$ cat src/design/seq_pkg.sv
// shared constants and types for the program-counter sequencer
package seq_pkg;

  localparam int          ADDR_W      = 32;
  // byte distance between two sequential instructions
  localparam logic [31:0] INSTR_STEP  = 32'h0000_0004;
  // program counter after reset
  localparam logic [31:0] RESET_PC    = 32'h0000_0000;
  // next program counter after reset
  localparam logic [31:0] RESET_NPC   = 32'h0000_0004;
  // low address bits that must be zero for a word-aligned target
  localparam int          ALIGN_BITS  = 2;

  // where the instruction now at the program counter stands in a transfer chain
  typedef enum logic [1:0]
  {
    SLOT_PLAIN,
    SLOT_DELAY,
    SLOT_COUPLE_DELAY,
    SLOT_ANNULLED
  } slot_kind_t;

endpackage : seq_pkg

$ cat src/design/delayed_branch_sequencer.sv
// Functional notes
// RULE1: keep the program counter and a next counter that is normally it plus four.
// RULE2: at instruction end copy next into current, then step by four or load target.
// RULE3: the delay instruction is what the next counter points at during a transfer.
// RULE4: taken transfer at 12 to 40 runs 8,12,16,40; untaken runs 8,12,16,20.
// RULE5: the annul flag counts only on conditional branches; ignored on other transfers.
// RULE6: untaken conditional branch with annul set annuls its delay instruction.
// RULE7: an annulled instruction changes no state and raises no trap.
// RULE8: a taken conditional branch executes its delay instruction regardless of annul.
// RULE9: branch-always with annul set annuls the delay slot though taken.
// RULE10: with annul clear the delay instruction always executes.
// RULE11: in a couple the first target is the second transfer's delay slot.
// RULE12: unconditional at 12 then taken at 16 runs 12,16,40,60,64.
// RULE13: couple second untaken, annul clear: execute 40, continue at 44.
// RULE14: couple second untaken, annul set: annul 40, continue at 44.
// RULE15: couple second branch-always, annul set: annul 40, go to 60.
// RULE16: first branch-always with annul set annuls second transfer; runs 12,40,44.
// RULE17: conditional-first couple is unsupported; continue somewhere, alter no other state.
// RULE18: trap-on-condition is non-delayed and never forms a couple.
// RULE19: jump-and-link then return-from-trap restores both counters; code ignores is_return_from_trap, loads them via load_counters.
// RULE20: register the annul decision on resolve; block writeback and traps for the slot.
`timescale 1ns/1ps
`default_nettype none

module delayed_branch_sequencer
#(
  parameter int AW = seq_pkg::ADDR_W
)
(
  input  wire logic               ref_clk,
  input  wire logic               rst_n,
  // execute stage: the instruction at the program counter ends this cycle
  input  wire logic               instr_done,
  input  wire logic               is_transfer,
  input  wire logic               is_cond_branch,
  input  wire logic               is_branch_always,
  input  wire logic               is_trap_cond,
  input  wire logic               is_return_from_trap,
  input  wire logic               annul_flag,
  input  wire logic               taken,
  input  wire logic [AW-1:0]      target_addr,
  input  wire logic               wb_request,
  input  wire logic               trap_request,
  // trap entry loads both counters from outside
  input  wire logic               load_counters,
  input  wire logic [AW-1:0]      load_pc,
  input  wire logic [AW-1:0]      load_next_pc,
  // fetch path and status
  output logic [AW-1:0]           program_counter,
  output logic [AW-1:0]           next_program_counter,
  output logic [AW-1:0]           fetch_addr,
  output logic                    slot_annulled,
  output seq_pkg::slot_kind_t     slot_kind,
  output logic                    wb_enable,
  output logic                    trap_enable,
  output logic                    couple_seen,
  output logic                    unsupported_couple,
  output logic                    misaligned_target
);

  import seq_pkg::*;

  logic [AW-1:0] pc_q;
  logic [AW-1:0] pc_d;
  logic [AW-1:0] npc_q;
  logic [AW-1:0] npc_d;
  logic          annul_q;
  logic          annul_d;
  logic          annul_raw;
  logic          live_transfer;
  logic          prev_transfer_q;
  logic          prev_cond_q;
  slot_kind_t    kind_q;
  slot_kind_t    kind_d;
  logic          couple_q;
  logic          bad_couple_q;
  logic          misalign_q;
  logic [AW-1:0] step_addr;

  localparam logic [AW-1:0] STEP     = AW'(INSTR_STEP);
  localparam logic [AW-1:0] PC_INIT  = AW'(RESET_PC);
  localparam logic [AW-1:0] NPC_INIT = AW'(RESET_NPC);

  // an annulled instruction or a trap-on-condition never acts as a delayed transfer
  assign live_transfer = is_transfer && !is_trap_cond && !annul_q;   // see RULE18 see RULE16

  // sequential successor of the next counter
  assign step_addr = npc_q + STEP;                                    // see RULE1

  // annul decision for the slot that follows the current instruction
  annul_decider u_annul
  (
    .is_transfer      (live_transfer),
    .is_cond_branch   (is_cond_branch),
    .is_branch_always (is_branch_always),
    .annul_flag       (annul_flag),
    .taken            (taken),
    .annul_slot       (annul_raw)
  );

  // next values of the counters
  always_comb
  begin
    pc_d    = pc_q;
    npc_d   = npc_q;
    annul_d = annul_q;
    if (load_counters)
    begin
      pc_d    = load_pc;
      npc_d   = load_next_pc;
      annul_d = 1'b0;
    end
    else if (instr_done)
    begin
      pc_d    = npc_q;                                                // see RULE2 see RULE3
      annul_d = annul_raw;                                            // see RULE20
      if (live_transfer && taken)
        npc_d = target_addr;                                          // see RULE4 see RULE11
      else
        npc_d = step_addr;                                            // see RULE13 see RULE14
    end
  end

  // counters update once per finished instruction
  always_ff @(posedge ref_clk)
  begin
    if (!rst_n)
    begin
      pc_q  <= PC_INIT;
      npc_q <= NPC_INIT;
    end
    else
    begin
      pc_q  <= pc_d;                                                  // see RULE12 see RULE15
      npc_q <= npc_d;                                                 // see RULE19
    end
  end

  // registered annul decision applies to the instruction that becomes current
  always_ff @(posedge ref_clk)
  begin
    if (!rst_n)
      annul_q <= 1'b0;
    else
      annul_q <= annul_d;                                             // see RULE20
  end

  // remember what the previous live instruction was, to recognise couples
  always_ff @(posedge ref_clk)
  begin
    if (!rst_n)
    begin
      prev_transfer_q <= 1'b0;
      prev_cond_q     <= 1'b0;
    end
    else if (load_counters)
    begin
      prev_transfer_q <= 1'b0;
      prev_cond_q     <= 1'b0;
    end
    else if (instr_done)
    begin
      prev_transfer_q <= live_transfer;
      prev_cond_q     <= live_transfer && is_cond_branch && !is_branch_always;
    end
  end

  // classify the slot that becomes current
  always_comb
  begin
    kind_d = kind_q;
    if (load_counters)
      kind_d = SLOT_PLAIN;
    else if (instr_done)
    begin
      if (annul_raw)
        kind_d = SLOT_ANNULLED;
      else if (live_transfer && prev_transfer_q)
        kind_d = SLOT_COUPLE_DELAY;                                   // see RULE11
      else if (live_transfer)
        kind_d = SLOT_DELAY;                                          // see RULE3
      else
        kind_d = SLOT_PLAIN;
    end
  end

  // slot kind register
  always_ff @(posedge ref_clk)
  begin
    if (!rst_n)
      kind_q <= SLOT_PLAIN;
    else
      kind_q <= kind_d;
  end

  // couple status: seen, and the unsupported conditional-first case
  always_ff @(posedge ref_clk)
  begin
    if (!rst_n)
    begin
      couple_q     <= 1'b0;
      bad_couple_q <= 1'b0;
    end
    else if (load_counters)
    begin
      couple_q     <= 1'b0;
      bad_couple_q <= 1'b0;
    end
    else if (instr_done)
    begin
      couple_q     <= live_transfer && prev_transfer_q;
      bad_couple_q <= live_transfer && prev_cond_q;                   // see RULE17
    end
  end

  // flag a taken transfer whose target is not word aligned
  always_ff @(posedge ref_clk)
  begin
    if (!rst_n)
      misalign_q <= 1'b0;
    else if (load_counters)
      misalign_q <= 1'b0;                                             // load wins over a transfer
    else if (instr_done && live_transfer && taken)
      misalign_q <= |target_addr[ALIGN_BITS-1:0];
    else if (instr_done)
      misalign_q <= 1'b0;
  end

  // an annulled slot writes nothing back and raises no trap
  assign wb_enable   = instr_done && wb_request && !annul_q;          // see RULE7 see RULE20
  assign trap_enable = trap_request && !annul_q;                      // see RULE7 see RULE20

  // outputs
  assign program_counter      = pc_q;
  assign next_program_counter = npc_q;
  assign fetch_addr           = npc_q;
  assign slot_annulled        = annul_q;
  assign slot_kind            = kind_q;
  assign couple_seen          = couple_q;
  assign unsupported_couple   = bad_couple_q;
  assign misaligned_target    = misalign_q;

endmodule : delayed_branch_sequencer

`default_nettype wire

$ cat src/design/annul_decider.sv
`timescale 1ns/1ps
`default_nettype none

// decides whether the delay instruction of a transfer must be annulled
module annul_decider
(
  input  wire logic is_transfer,
  input  wire logic is_cond_branch,
  input  wire logic is_branch_always,
  input  wire logic annul_flag,
  input  wire logic taken,
  output logic      annul_slot
);

  // the flag counts on conditional branches only; always-branches annul when set,
  // other conditional branches annul only when untaken
  always_comb
  begin
    annul_slot = 1'b0;
    if (is_transfer && is_cond_branch && annul_flag)                  // see RULE5
    begin
      if (is_branch_always)
        annul_slot = 1'b1;                                            // see RULE9
      else if (!taken)
        annul_slot = 1'b1;                                            // see RULE6
      else
        annul_slot = 1'b0;                                            // see RULE8
    end
  end                                                                 // see RULE10

endmodule : annul_decider

`default_nettype wire

$ cat config.mk
export PLATFORM = sky130hd
export DESIGN_NAME = delayed_branch_sequencer
export DESIGN_NICKNAME = d
export VERILOG_FILES = /design/src/design/seq_pkg.sv /design/src/design/delayed_branch_sequencer.sv /design/src/design/annul_decider.sv
export SDC_FILE = /design/constraint.sdc
export NUM_CORES = 1
export LEC_CHECK = 0
export CORE_ASPECT_RATIO = 0.9
export CORE_MARGIN = 8
export CORE_UTILIZATION = 55
export DETAILED_ROUTE_END_ITERATION = 16
export DONT_BUFFER_PORTS = 1
export GPL_TIMING_DRIVEN = 1
export MAX_ROUTING_LAYER = met4
export PLACE_DENSITY = 0.8
export REMOVE_ABC_BUFFERS = 1
export SLEW_MARGIN = 25
export SYNTH_ARGS = -nofsm -noshare
export SYNTH_HDL_FRONTEND = slang
export SYNTH_SLANG_ARGS = --single-unit
$ cat constraint.sdc
create_clock -name ref_clk -period 4.4 [get_ports ref_clk]
set_input_delay 0.44 -clock ref_clk [delete_from_list [all_inputs] [get_ports ref_clk]]
set_output_delay 0.44 -clock ref_clk [all_outputs]
set_load 0.05 [all_outputs]
==> qor.yml <==
placed_design:
  preCtsSetupSlack_ns: 1.94
  gp_congestion: 0.838
  dp_hpwl_um: 9210
  placed_cells: 613
  port_buffers: 0
yosys:
  synth_seq_cells: 72
  synth_cell_types: 59
  synth_top_flop_cell: "dfxtp_1"
  synth_cells: 560
  async_flop_share_pct: 0
  syn-cell-area_um2: 4270
  syn_area_per_cell_um2: 7.62
  synth_edf_count: 0
  seq_area_frac_synth_pct: 33.8
  yosys_warnings: 0
clock_tree:
  cts.clk_slew.worst_paths_ns: 0.08
  clock_path_buffers: 2
  cts_tree: "done"
  cts_buffers: 9
  clock_latency_ns: 0.36
  root_buffer: "clkbuf_8"
  postCtsSetupBuffers: 0
  htree_num_levels: 3
  ctsResizeCount: 0
  cts_hold_buf: 0
  clock_sinks: 72
cells_and_area:
  final_cells: 629
  nFillCells: 689
  fin_nets: 638
  final_common_cell: "nor2_1"
  n_antenna_cell: 0
  drive_gt1_share_pct: 12.2
  syn2layout_area_growth_pct: 3.46
  layout_common_cells: "84 x nor2_1, 69 x dfxtp_1, 67 x a21oi_1"
power_and_ir_drop:
  leakagePower_nw: 1.70
  swShare_pct: 36.6
  comb_power_share_pct: 19.2
  power_mw: 1.67
  pwr-share-seq_pct: 48.5
  ir_worst_vdd_v: 0.000297
  switchingPower_uw: 609
  internal_power_mw: 1.06
  powerDensity_nw_per_um2: 377
  clkPwrFrac_pct: 32.3
die:
  start_util_pct: 56.5
  die_w_um: 109
  ios: 213
  rows: 30
  core_um2: 7540
  die_y_um: 99.5
  die_area_um2: 10800
critical_path:
  crit_chain: "nand4bb_1, nand2_1, or3_1, nand3_1"
  reg2reg_slack_ns: 1.93
  worst_path_largest_cell_delay_ns: 0.81
  start_kind: "flop"
  endpoint_kind: "flop"
  path_class: "flop to flop"
  critical_path_peak_fanout: 13
  cp.arrival_ns: 2.76
  crit_slowest_cell: "dfxtp_1"
  required_ns: 4.70
  critical-path-top-delay-family: "simple AND/OR/NAND/NOR gates"
  crit_buf_inv: 0
drt:
  drt_pass1_iterations: 5
  routedWlPerCell_um: 20.9
  routed_wl_um: 13200
  first_iter_violations: 347
  drc: 0
  vias: 4043
  ant_nets: 0
  via_per_inst: 6.43
timing:
  skew_ns: 0.0142
  rsz0062_at_grt: "false"
  slew_viol_final: 0
  fin_crit_ns: 2.47
  fin_crit_sh_pct: 56.1
  hold_viol_final: 0
  whs_ns: 0.175
  slew_headroom_pct: 29.8
  max_freq_ghz: 0.405
  setup_viol: 0
  tightest_slew_ns: 1.05
  fin_setup_tns_ns: 0
  setup_slack_ns: 1.93
global_route:
  overflow: 0
  grt_antenna_before_repair: 0
  groute.usage.overall_pct: 24.0
  first_global_vias: 3961
  grt_first_pass_wirelength_um: 20500
  grt_max_degree: 99
outcome:
  outcome: "complete, no violations"
flow_run:
  cap_violations: 0
min_path:
  hold_class: "input port to flop"
## layer usage
layer / GRT usage [%] / share of wire, % / up-vias
met5: - / 0 / -
met1: 28.4 / 39 / 1881
met2: 38.5 / 48 / 225
li1: - / - / 1908
met3: 6.59 / 11 / 29
met4: 8.20 / 1.8 / 0
## worst reg2reg max path, delay by kind of cell (launching register included)
kind | cells | cell delay [ns]
and+or+nand+nor | 4 | 1.60
DFF | 1 | 0.81
## cell families after synthesis
group                    synth area share [%]
AND/OR/NAND/NOR                          24.4
AO/OA/AOI/OAI                            21.0
buffers and inverters                    11.0
flip-flops                               33.8
multiplexers                             7.51
XOR/XNOR                                 2.05
adder cells (fa/ha/maj)                 0.293
## Yosys cell counts, drive strengths merged, types with 8 or more instances
master,count,area [um2]
nand2,46,173
o21ai,35,175
nor3,10,60.1
a31oi,8,50.1
clkbuf,25,93.8
nand3,26,130
mux2i,32,320
dfxtp,72,1440
inv,11,41.3
and3,8,51.3
nand4,11,105
xor2,8,70.1
a21oi,67,335
nor2,84,315
o22ai,8,50.1
buf,49,333
## per-stage QoR
stage          cell area (um2)  util [%]
2_1_floorplan             3840         -
3_3_place_gp              4210      55.8
3_5_place_dp              4210      55.8
4_1_cts                   4410      58.5
5_1_grt                   4410      58.5
6_report                  4410      58.5
## power groups by stage
stage	logic [mW]	clock network, mW	registers, mW
2_1_floorplan	0.124	0	0.945
3_3_place_gp	0.311	0	0.821
3_5_place_dp	0.319	0	0.822
4_1_cts	0.320	0.543	0.807
5_1_grt	0.345	0.573	0.812
6_report	0.320	0.538	0.807
## flip-flops by register name, indices dropped and copies added (netlist names)
signal and flops:
prev_cond_q 1, misaligned_target 1, fetch_addr 32, program_counter 32, slot_kind 2, slot_annulled 1
unsupported_couple 1, prev_transfer_q 1, couple_seen 1
## area by class of cell
cell class	count	area [um2]	share of cell area, %
multi-input cells	403	2380	53.8
clock buffers	11	141	3.20
repair buffers	31	233	5.27
inverters	11	41.3	0.936
flip-flops and latches	72	1450	32.7
well taps	96	120	2.72
clock inverters	5	56.3	1.28
## worst paths after layout
path / start / end / cells past startpoint
worst max-delay path: slot_annulled / fetch_addr[19] / 4
worst min-delay path: rst_n / fetch_addr[2] / 1
worst min register to register: prev_cond_q / unsupported_couple / 2
worst max register to register: slot_annulled / fetch_addr[19] / 4
No activity file was read; power rests on OpenSTA's default activity.
